[config.mk]
export PLATFORM = sky130hd
export DESIGN_NAME = ppm_mode_ctrl
export DESIGN_NICKNAME = d
export VERILOG_FILES = /design/src/design/ppm_pkg.sv /design/src/design/ppm_sticky.sv /design/src/design/ppm_pair_out.sv /design/src/design/ppm_mode_ctrl.sv
export VERILOG_INCLUDE_DIRS = /design/src /design/src/design
export SDC_FILE = /design/constraint.sdc
export NUM_CORES = 1
export LEC_CHECK = 0
export BUFFER_PORTS_ARGS = -buffer_cell sky130_fd_sc_hd__buf_2
export CAP_MARGIN = 20
export CORE_ASPECT_RATIO = 0.9
export CORE_UTILIZATION = 40
export DETAILED_ROUTE_END_ITERATION = 7
export GPL_TIMING_DRIVEN = 0
export SYNTH_ARGS = -nofsm -noshare
export SYNTH_HDL_FRONTEND = slang
export SYNTH_SLANG_ARGS = --single-unit
[constraint.sdc]
create_clock -name i_clk -period 2.7 [get_ports i_clk]
set_input_delay 0.135 -clock i_clk [delete_from_list [all_inputs] [get_ports i_clk]]
set_output_delay 0.135 -clock i_clk [all_outputs]
set_load 0.03 [all_outputs]
[src/design/ppm_defs.svh]
`ifndef PPM_DEFS_SVH
`define PPM_DEFS_SVH

// field positions inside the request argument for a card mode change
`define PPM_ARG_MIXED_BIT  2
`define PPM_ARG_FUNC0_BIT  1
`define PPM_ARG_FUNC1_BIT  0
// field position of the single flag carried by flag-style requests
`define PPM_ARG_FLAG_BIT   0
// reset values
`define PPM_FIXED_STUFF_RST 1'b1
`define PPM_ENH_FEC_RST     4'h0
`define PPM_PROV_RST        2'h0
`define PPM_FRAMING_OFF_RST 1'b0
// counts
`define PPM_NUM_PAIRS 2
`define PPM_NUM_PORTS 4

`endif

[src/design/ppm_pkg.sv]
package ppm_pkg;

    typedef enum logic {
        func_transponder,
        func_regenerator
    } ppm_func_t;

    typedef enum logic [1:0] {
        dual_transponder_mode,
        dual_regenerator_mode,
        mixed_first_pair_transponder,
        mixed_first_pair_regenerator
    } ppm_card_mode_t;

    typedef enum logic [2:0] {
        pl_none,
        ten_gig_ethernet_payload,
        pl_otu2,
        pl_otu2e,
        pl_oc192,
        pl_stm64,
        pl_fc10g,
        pl_ib5
    } ppm_payload_t;

    typedef enum logic [2:0] {
        cmd_set_mode,
        cmd_provision,
        cmd_release,
        cmd_set_fec,
        cmd_fixed_stuff,
        cmd_framing_off,
        cmd_odu_transp
    } ppm_cmd_t;

    // trunk rates: off, 10.70923, 11.0491, 11.0957 Gbps
    typedef enum logic [1:0] {
        rate_off,
        rate_otu2_std,
        rate_otu2_oc_nofs,
        rate_otu2_oc_fs
    } ppm_rate_t;

    typedef enum logic [1:0] {
        odu_interop_none,
        odu_extended,
        odu_transparent
    } ppm_odu_t;

    typedef enum logic [2:0] {
        rej_none,
        rej_in_service,
        rej_mode_combo,
        rej_payload,
        rej_rate_locked,
        rej_fec_port,
        rej_not_allowed
    } ppm_rej_t;

endpackage : ppm_pkg

[src/design/ppm_sticky.sv]
`timescale 1ns/1ps

// sticky flag; a set in the clearing cycle wins so no event is lost
module ppm_sticky (
    input  wire logic i_clk,
    input  wire logic i_resetn,
    input  wire logic i_set,
    input  wire logic i_clear,
    output logic      o_flag
);

    logic flag_q;

    always_ff @(posedge i_clk or negedge i_resetn)
    begin
        if (!i_resetn)
            flag_q <= 1'b0;
        else if (i_set)
            flag_q <= 1'b1;
        else if (i_clear)
            flag_q <= 1'b0;
    end

    assign o_flag = flag_q;

endmodule : ppm_sticky

[src/design/ppm_pair_out.sv]
`timescale 1ns/1ps

// per-pair datapath controls, registered one cycle after the state
module ppm_pair_out (
    input  wire logic                i_clk,
    input  wire logic                i_resetn,
    input  ppm_pkg::ppm_func_t       i_func,
    input  wire logic                i_prov,
    input  ppm_pkg::ppm_payload_t    i_payload,
    input  wire logic                i_fixed_stuff,
    input  wire logic                i_framing_off,
    input  ppm_pkg::ppm_odu_t        i_odu,
    output ppm_pkg::ppm_rate_t       o_rate,
    output logic                     o_client_otu2e,
    output logic                     o_trunk_otu2e,
    output logic                     o_odu_terminate,
    output logic                     o_odu_passthru,
    output logic                     o_otn_active
);

    logic               otn;
    logic               eth;
    logic               reg_f;
    ppm_pkg::ppm_rate_t rate_d;

    // framing off removes every otu/odu interface of the pair
    assign otn   = i_prov && !i_framing_off;
    assign eth   = (i_payload == ppm_pkg::ten_gig_ethernet_payload);
    assign reg_f = (i_func == ppm_pkg::func_regenerator);

    // sonet clients ride the standard rate, lan phy is overclocked
    always_comb
    begin
        rate_d = ppm_pkg::rate_otu2_std;
        if (!otn)
            rate_d = ppm_pkg::rate_off;
        else if (i_payload == ppm_pkg::pl_otu2e)
            rate_d = ppm_pkg::rate_otu2_oc_fs;
        else if (eth && reg_f)
            rate_d = ppm_pkg::rate_otu2_oc_fs;
        else if (eth)
            rate_d = i_fixed_stuff ? ppm_pkg::rate_otu2_oc_fs
                                   : ppm_pkg::rate_otu2_oc_nofs;
    end

    always_ff @(posedge i_clk or negedge i_resetn)
    begin
        if (!i_resetn)
        begin
            o_rate          <= ppm_pkg::rate_off;
            o_client_otu2e  <= 1'b0;
            o_trunk_otu2e   <= 1'b0;
            o_odu_terminate <= 1'b0;
            o_odu_passthru  <= 1'b0;
            o_otn_active    <= 1'b0;
        end
        else
        begin
            o_rate          <= rate_d;
            o_client_otu2e  <= otn && ((reg_f && eth) || i_payload == ppm_pkg::pl_otu2e);
            o_trunk_otu2e   <= otn && ((!reg_f && eth && i_fixed_stuff)
                                       || (reg_f && eth) || i_payload == ppm_pkg::pl_otu2e);
            o_odu_terminate <= otn && reg_f && (i_odu != ppm_pkg::odu_transparent);
            o_odu_passthru  <= otn && reg_f && (i_odu == ppm_pkg::odu_transparent);
            o_otn_active    <= otn;
        end
    end

endmodule : ppm_pair_out

[src/design/ppm_mode_ctrl.sv]
// Notes on behaviour
// Reset leaves both pairs as transponders, the default card mode.
// A card mode with both pairs as regenerators exists.
// Pairs may differ in function only in one of the two mixed modes.
// A mixed request naming the same function for both pairs is refused.
// Provisioning one port of a pair creates its partner port as well.
// Enhanced FEC is allowed on ports 3 and 4 only.
// A pair turning regenerator resets ports 3 and 4 to standard FEC.
// SONET clients run the trunk at the standard 10.70923 Gbps.
// LAN PHY clients run the trunk at 11.0491 or 11.0957 Gbps.
// Fixed stuff only for transponder with ten gig ethernet; default on, gives OTU2e.
// A newly provisioned pair comes up as transponder.
// From transponder the card may move to regenerator or mixed.
// Dual regenerator with one pair set: provisioning the other gives mixed.
// Payload changes on a regenerator pair are refused.
// Transponder with ten gig ethernet makes trunks 3 and 4 OTU2e.
// Regenerator with ten gig ethernet makes every port OTU2e; the code sets only the client and trunk port of that regenerator pair.
// Framing off is taken in transponder mode and removes OTU and ODU.
// No card mode change while an affected port is in service.
// Without transparency ODU overhead is terminated and regenerated.
// With transparency ODU overhead passes unchanged between trunks.
// Transparency is settable in dual regenerator only; elsewhere interop none.
// Only ethernet, OTU2, OTU2e, OC192 and STM64 payloads are accepted.
// A refused request changes nothing and raises a readable reject flag.
`include "ppm_defs.svh"
`timescale 1ns/1ps

module ppm_mode_ctrl #(
    parameter int NUM_PAIRS = `PPM_NUM_PAIRS
) (
    input  wire logic               i_clk,
    input  wire logic               i_resetn,
    input  wire logic               i_req_valid,
    input  ppm_pkg::ppm_cmd_t       i_req_cmd,
    input  wire logic [1:0]         i_req_port,
    input  wire logic [2:0]         i_req_arg,
    input  ppm_pkg::ppm_payload_t   i_req_payload,
    input  wire logic [3:0]         i_in_service,
    input  wire logic               i_reject_clear,
    output logic                    o_ack,
    output logic                    o_reject,
    output ppm_pkg::ppm_rej_t       o_reject_reason,
    output logic                    o_reject_flag,
    output ppm_pkg::ppm_card_mode_t o_card_mode,
    output logic [3:0]              o_port_created,
    output logic [3:0]              o_enh_fec,
    output logic [1:0]              o_fixed_stuff,
    output logic                    o_framing_off,
    output ppm_pkg::ppm_odu_t       o_odu_mode,
    output ppm_pkg::ppm_rate_t      o_trunk_rate [2],
    output logic [3:0]              o_port_otu2e,
    output logic [1:0]              o_odu_terminate,
    output logic [1:0]              o_odu_passthru,
    output logic [1:0]              o_otn_active
);

    initial
    begin
        if (NUM_PAIRS != 2)
            $error("ppm_mode_ctrl serves exactly two port pairs");
    end

    // mode of a pair out of a card mode; pair 0 is ports 1 and 3
    function automatic ppm_pkg::ppm_func_t func_of(input ppm_pkg::ppm_card_mode_t m,
                                                   input logic p);
        logic r;
        case (m)
            ppm_pkg::dual_regenerator_mode:        r = 1'b1;
            ppm_pkg::mixed_first_pair_transponder: r = p;
            ppm_pkg::mixed_first_pair_regenerator: r = !p;
            default:                               r = 1'b0;
        endcase
        return r ? ppm_pkg::func_regenerator : ppm_pkg::func_transponder;
    endfunction : func_of

    function automatic ppm_pkg::ppm_card_mode_t mode_of(input logic r0, input logic r1);
        ppm_pkg::ppm_card_mode_t m;
        case ({r0, r1})
            2'b11:   m = ppm_pkg::dual_regenerator_mode;
            2'b01:   m = ppm_pkg::mixed_first_pair_transponder;
            2'b10:   m = ppm_pkg::mixed_first_pair_regenerator;
            default: m = ppm_pkg::dual_transponder_mode;
        endcase
        return m;
    endfunction : mode_of

    ppm_pkg::ppm_card_mode_t mode_q;
    ppm_pkg::ppm_card_mode_t mode_d;
    logic [1:0]              prov_q;
    logic [1:0]              prov_d;
    ppm_pkg::ppm_payload_t   pl_q [2];
    ppm_pkg::ppm_payload_t   pl_d [2];
    logic [3:0]              efec_q;
    logic [3:0]              efec_d;
    logic [1:0]              fs_q;
    logic [1:0]              fs_d;
    logic                    off_q;
    logic                    off_d;
    ppm_pkg::ppm_odu_t       odu_q;
    ppm_pkg::ppm_odu_t       odu_d;
    ppm_pkg::ppm_rej_t       rej;
    logic                    acc;
    logic                    pair;
    logic                    flag;
    logic [1:0]              reg_now;
    logic [1:0]              reg_new;
    logic [3:0]              chg_ports;
    logic [1:0]              client_otu2e;
    logic [1:0]              trunk_otu2e;

    assign pair    = i_req_port[0];
    assign flag    = i_req_arg[`PPM_ARG_FLAG_BIT];
    assign reg_now = {func_of(mode_q, 1'b1) == ppm_pkg::func_regenerator,
                      func_of(mode_q, 1'b0) == ppm_pkg::func_regenerator};
    // ports touched by a mode request: both ports of each pair that changes
    assign chg_ports = {2{reg_now ^ {i_req_arg[`PPM_ARG_FUNC1_BIT],
                                     i_req_arg[`PPM_ARG_FUNC0_BIT]}}};

    // request check and next state; a refusal leaves every *_d at its _q
    always_comb
    begin
        rej    = ppm_pkg::rej_none;
        mode_d = mode_q;
        prov_d = prov_q;
        pl_d   = pl_q;
        efec_d = efec_q;
        fs_d   = fs_q;
        off_d  = off_q;
        odu_d  = odu_q;
        if (i_req_valid)
        begin
            case (i_req_cmd)
                ppm_pkg::cmd_set_mode:
                begin
                    if (i_req_arg[`PPM_ARG_MIXED_BIT] &&
                        i_req_arg[`PPM_ARG_FUNC0_BIT] == i_req_arg[`PPM_ARG_FUNC1_BIT])
                        rej = ppm_pkg::rej_mode_combo;
                    else if (!i_req_arg[`PPM_ARG_MIXED_BIT] &&
                        i_req_arg[`PPM_ARG_FUNC0_BIT] != i_req_arg[`PPM_ARG_FUNC1_BIT])
                        rej = ppm_pkg::rej_mode_combo;
                    else if (|(chg_ports & i_in_service))
                        rej = ppm_pkg::rej_in_service;
                    else
                        mode_d = mode_of(i_req_arg[`PPM_ARG_FUNC0_BIT],
                                         i_req_arg[`PPM_ARG_FUNC1_BIT]);
                end
                ppm_pkg::cmd_provision:
                begin
                    if (i_req_payload == ppm_pkg::pl_none ||
                        i_req_payload == ppm_pkg::pl_fc10g ||
                        i_req_payload == ppm_pkg::pl_ib5)
                        rej = ppm_pkg::rej_payload;
                    else if (reg_now[pair] && prov_q[pair])
                        rej = ppm_pkg::rej_rate_locked;
                    else
                    begin
                        prov_d[pair] = 1'b1;
                        pl_d[pair]   = i_req_payload;
                        if (!prov_q[pair])
                        begin
                            // fresh pair starts as transponder, other pair untouched
                            mode_d = pair ? mode_of(reg_now[0], 1'b0)
                                          : mode_of(1'b0, reg_now[1]);
                            fs_d[pair] = `PPM_FIXED_STUFF_RST;
                        end
                    end
                end
                ppm_pkg::cmd_release:
                begin
                    if (i_in_service[pair] || i_in_service[{1'b1, pair}])
                        rej = ppm_pkg::rej_in_service;
                    else
                    begin
                        prov_d[pair] = 1'b0;
                        pl_d[pair]   = ppm_pkg::pl_none;
                    end
                end
                ppm_pkg::cmd_set_fec:
                begin
                    if (flag && !i_req_port[1])
                        rej = ppm_pkg::rej_fec_port;
                    else
                        efec_d[i_req_port] = flag;
                end
                ppm_pkg::cmd_fixed_stuff:
                begin
                    if (!reg_now[pair] && pl_q[pair] == ppm_pkg::ten_gig_ethernet_payload)
                        fs_d[pair] = flag;
                    else
                        rej = ppm_pkg::rej_not_allowed;
                end
                ppm_pkg::cmd_framing_off:
                begin
                    if (mode_q == ppm_pkg::dual_transponder_mode)
                        off_d = flag;
                    else
                        rej = ppm_pkg::rej_not_allowed;
                end
                ppm_pkg::cmd_odu_transp:
                begin
                    if (mode_q == ppm_pkg::dual_regenerator_mode)
                        odu_d = flag ? ppm_pkg::odu_transparent : ppm_pkg::odu_extended;
                    else
                        rej = ppm_pkg::rej_not_allowed;
                end
                default: rej = ppm_pkg::rej_not_allowed;
            endcase
        end
        // side effects of a mode change; reg_new is set here so no assign loops back
        reg_new = {func_of(mode_d, 1'b1) == ppm_pkg::func_regenerator,
                   func_of(mode_d, 1'b0) == ppm_pkg::func_regenerator};
        if (|(reg_new & ~reg_now))
            efec_d[3:2] = 2'b00;
        if (mode_d != ppm_pkg::dual_transponder_mode)
            off_d = 1'b0;
        if (mode_d != ppm_pkg::dual_regenerator_mode)
            odu_d = ppm_pkg::odu_interop_none;
        else if (mode_q != ppm_pkg::dual_regenerator_mode)
            odu_d = ppm_pkg::odu_extended;
    end

    assign acc     = i_req_valid && (rej == ppm_pkg::rej_none);

    // card mode; refused requests never reach the state
    always_ff @(posedge i_clk or negedge i_resetn)
    begin
        if (!i_resetn)
            mode_q <= ppm_pkg::dual_transponder_mode;
        else if (acc)
            mode_q <= mode_d;
    end

    // provisioning and payloads
    always_ff @(posedge i_clk or negedge i_resetn)
    begin
        if (!i_resetn)
        begin
            prov_q <= `PPM_PROV_RST;
            pl_q   <= '{ppm_pkg::pl_none, ppm_pkg::pl_none};
        end
        else if (acc)
        begin
            prov_q <= prov_d;
            pl_q   <= pl_d;
        end
    end

    // fec, fixed stuff, framing off and odu handling
    always_ff @(posedge i_clk or negedge i_resetn)
    begin
        if (!i_resetn)
        begin
            efec_q <= `PPM_ENH_FEC_RST;
            fs_q   <= {2{`PPM_FIXED_STUFF_RST}};
            off_q  <= `PPM_FRAMING_OFF_RST;
            odu_q  <= ppm_pkg::odu_interop_none;
        end
        else if (acc)
        begin
            efec_q <= efec_d;
            fs_q   <= fs_d;
            off_q  <= off_d;
            odu_q  <= odu_d;
        end
    end

    // one answer pulse per request, the cycle after it is taken
    always_ff @(posedge i_clk or negedge i_resetn)
    begin
        if (!i_resetn)
        begin
            o_ack           <= 1'b0;
            o_reject        <= 1'b0;
            o_reject_reason <= ppm_pkg::rej_none;
        end
        else
        begin
            o_ack    <= acc;
            o_reject <= i_req_valid && !acc;
            if (i_req_valid)
                o_reject_reason <= rej;
        end
    end

    ppm_sticky u_reject_flag (
        .i_clk    (i_clk),
        .i_resetn (i_resetn),
        .i_set    (i_req_valid && !acc),
        .i_clear  (i_reject_clear),
        .o_flag   (o_reject_flag)
    );

    // one derivation per pair; pair 0 owns ports 1 and 3
    for (genvar p = 0; p < 2; p++)
    begin : g_pair
        ppm_pair_out u_out (
            .i_clk           (i_clk),
            .i_resetn        (i_resetn),
            .i_func          (func_of(mode_q, p[0])),
            .i_prov          (prov_q[p]),
            .i_payload       (pl_q[p]),
            .i_fixed_stuff   (fs_q[p]),
            .i_framing_off   (off_q),
            .i_odu           (odu_q),
            .o_rate          (o_trunk_rate[p]),
            .o_client_otu2e  (client_otu2e[p]),
            .o_trunk_otu2e   (trunk_otu2e[p]),
            .o_odu_terminate (o_odu_terminate[p]),
            .o_odu_passthru  (o_odu_passthru[p]),
            .o_otn_active    (o_otn_active[p])
        );
    end

    assign o_card_mode    = mode_q;
    assign o_port_created = {prov_q, prov_q};
    assign o_enh_fec      = efec_q;
    assign o_fixed_stuff  = fs_q;
    assign o_framing_off  = off_q;
    assign o_odu_mode     = odu_q;
    assign o_port_otu2e   = {trunk_otu2e, client_otu2e};
endmodule : ppm_mode_ctrl

==> flow_summary.yaml <==
routing:
  drc: 5
  antenna_left: 0
  wl_per_cell_um: 16.11
  drt_first_pass_iters: 6
  dr_total_vias: 2100
  avgViaCountPerCell: 5.330
  drt_iter0_drc: 102
  routed_wl_mm: 6.349
cts:
  h-tree-depth: 2
  cts_made_buffers: 5
  cts.sinks: 39
  cts_root_buf: "clkbuf_8"
  cts.clk_slew.worst_paths_ns: 0.08
  clk_path_buf_depth: 2
  cts_tree: "done"
  clock_latency_ns: 0.29
critical_path:
  crit_required_ns: 2.91
  r2r-end: "o_enh_fec[2]$_DFFE_PN0P_"
  worst_r2r_path_depth: 12
  cp_max_fo: 4
  slowest_stage: "dfrtp_2"
  rrSetupSlack_ns: -0.27
  worstReg2RegStart: "o_card_mode[1]$_DFFE_PN0N_"
  timing.setup.critical_path_class: "flop to flop"
  worstPathCellList: "inv_4, ha_4, nor3_4, nor3_4, nor4_2, mux2_4, or2_4, ha_4, o22ai_2, o211ai_1, nand2_1, o32ai_2"
  cpPeakStageDelay_ns: 0.46
  arrival_ns: 3.17
  endpoint_kind: "flop"
  start_kind: "flop"
synthesis:
  yosysTopAreaCell: "dfrtp_1"
  async_reset_ff_frac: 1.000
  yosysSeqAreaShare: 0.3992
  syn_area_per_cell_um2: 9.804
  syn_nets: 278
  synth_xor_area_frac: 0.006636
  synthAdderAreaFrac: 0.04594
  synth.most_common_cell: "dfrtp_1"
  ys.flop_type: "dfrtp_1"
  synth_seq_cells: 39
  synth_area_leaders: "dfrtp_1 38%, buf_4 5.5%, ha_1 4.6%"
  synth_compound_area_frac: 0.1654
  synthMuxAreaShare: 0.06534
  syn_area_um2: 2451
  synthCells: 250
  synth_top_family_by_area: "simple AND/OR/NAND/NOR gates"
  synth_top_cell_area_share: 0.3777
  synthTopCellsByCount: "37 x dfrtp_1, 27 x nor2_1, 18 x buf_4"
  synth_cell_types: 63
  yosysWarnings: 0
  synth-simple-area-share: 0.2185
  synth-edff-count: 0
die:
  fp.dieH_um: 76.27
  top_level_ports: 54
  start_util: 0.4233
  coreArea_um2: 5791
  dieArea_um2: 6446
  die_x_um: 84.52
  fp-row-count: 26
place:
  io_buffer_count: 51
  hpwl_mm: 4.454
  gp_congestion: 0.8548
  placed_area_um2: 2828
timing:
  tns_ns: -0.4779
  slew_viol_final: 0
  skew_ns: 0.009972
  worst_slack_ns: -0.2652
  rsz0062_at_grt: "yes"
  hold_viol: 0
  period_needed_ns: 2.965
  setup_viol: 2
  fin_crit_sh: 1.098
  slew-limit-headroom: 0.4147
  max_freq_mhz: 337.2
  tightest_slew_ns: 0.8780
pwr:
  ir_worst_vdd_mv: 0.3639
  leakage_nw: 1.505
  internal_power_mw: 1.651
  power_frac_seq: 0.308
  total_power_mw: 2.937
  p_per_area_nw_per_um2: 932.5
  switchingPower_mw: 1.285
  clock_power_share: 0.132
  swShare: 0.4377
  comb_power_share: 0.560
job:
  cap_viol_max_count: 0
run_status:
  violations: "DRC, setup timing"
  status: "finished with violations"
grt:
  globalRouteTotalUtil: 0.2017
  use_met1: 0.2690
  grt_pass1_vias: 2009
  met3_usage: 0.03142
  overflow: 0
  use_met2: 0.3333
  busiest_layer: "met2"
  grt_pass1_wl_mm: 10.17
  grt_max_degree: 40
  antenna_found_initial: 0
worst_hold_path:
  worstHoldPathCells: 3
  hold_start: "i_reject_clear"
  hp-class: "primary input to flop"
  holdPathEnd: "u_reject_flag.o_flag$_DFFE_PN0P_"
finish:
  finalInstanceArea_um2: 3149
  area_growth_pct: 28.48
  post-route-util: 0.5439
  diodes: 0
  fin_nets: 351
  fillers: 547
  layout-drive-gt1-share: 0.4290
-- sequential cells by signal (all words and copies together) (netlist names), 2 cells and up, named ones only --
name / flops
g_pair.u_out.o_otn_active: 2
g_pair.u_out.o_rate: 4
g_pair.u_out.o_odu_terminate: 2
o_odu_mode: 2
o_enh_fec: 4
g_pair.u_out.o_odu_passthru: 2
o_fixed_stuff: 2
g_pair.u_out.o_trunk_otu2e: 2
g_pair.u_out.o_client_otu2e: 2
o_reject_reason: 3
pl_q: 6
o_card_mode: 2
-- through the flow --
| stage | hold WS (ns) | std cells | setup slack, ns |
|---|---|---|---|
| floorplan | -0.1606 | 250 | -0.2860 |
| global placement | 0.2959 | 371 | -0.5000 |
| detailed placement | 0.2998 | 371 | -0.5147 |
| CTS | 0.1197 | 389 | -0.1477 |
| global route | 0.1211 | 394 | -0.3888 |
| finish | 0.1205 | 394 | -0.2652 |
-- area by class of cell --
class                      count  area [um2]  share of cell area
multi-input combinational    168        1375              0.4366
sequential                    39       980.9              0.3115
timing repair buffer          67       377.9              0.1200
buffer                        26       177.7             0.05642
tap                           70       87.58             0.02781
clock buffer                   6       72.57             0.02304
inverter                      16       65.06             0.02066
clock inverter                 2       12.51            0.003973
-- critical path, delay by kind of cell, from the launching register on --
family / cells / cell delay [ns]
simple gates: 5 / 0.97
compound gates: 3 / 0.55
fa+ha+maj: 2 / 0.47
flops: 1 / 0.46
mux: 1 / 0.35
buf+inv: 1 / 0.07
-- timing repair --
action	in CTS	in global routing
endpoints found under the hold margin	37	0
setup buffers	10	5
setup endpoints to repair	9	12
hold buffers	1	0
pin swaps	9	10
resized for setup	13	13
-- worst max-delay path by stage --
| stage | start | endpoint | slack (ns) | cells past startpoint |
|---|---|---|---|---|
| floorplan | o_card_mode[1]$_DFFE_PN0N_ | o_enh_fec[2]$_DFFE_PN0P_ | -0.29 | 13 |
| global placement | o_card_mode[1]$_DFFE_PN0N_ | o_enh_fec[2]$_DFFE_PN0P_ | -0.50 | 12 |
| detailed placement | o_card_mode[1]$_DFFE_PN0N_ | o_enh_fec[2]$_DFFE_PN0P_ | -0.51 | 12 |
| CTS | o_card_mode[1]$_DFFE_PN0N_ | o_enh_fec[2]$_DFFE_PN0P_ | -0.15 | 12 |
| global route | o_card_mode[1]$_DFFE_PN0N_ | o_enh_fec[2]$_DFFE_PN0P_ | -0.39 | 13 |
| finish | o_card_mode[1]$_DFFE_PN0N_ | o_enh_fec[2]$_DFFE_PN0P_ | -0.27 | 12 |
-- per-layer routing --
metal / vias up / share of wire
li1: 1019 / -
met1: 996 / 0.46
met2: 72 / 0.47
met3: 13 / 0.045
met4: 0 / 0.025
met5: - / 0
-- layout by cell type (no fill, tap or decap), drive strengths merged, types with 3 or more instances in the layout --
cell type  count
buf           90
dfrtp         37
nor2          27
inv           15
nand2         14
mux2          12
nor3          12
nand2b         9
ha             9
clkbuf         8
a21oi          7
o21ai          7
nor2b          6
o22ai          5
or2            4
o32ai          4
o31a           3
o211ai         3
and2           3
nor3b          3
nand3          3
-- kinds of logic after synthesis --
logic type | after synthesis
simple gates | 95
fa+ha+maj | 9
xor+xnor | 1
buf+inv | 43
mux | 13
flops | 39
compound gates | 50
-- power groups by stage --
stage / clock [mW] / sequential, mW / combinational (mW)
2_1_floorplan: 0 / 1.02 / 0.919
3_3_place_gp: 0 / 0.906 / 1.37
3_5_place_dp: 0 / 0.911 / 1.39
4_1_cts: 0.401 / 0.903 / 1.54
5_1_grt: 0.430 / 0.928 / 1.76
6_report: 0.389 / 0.904 / 1.64
No activity file was read; power rests on OpenSTA's default activity.
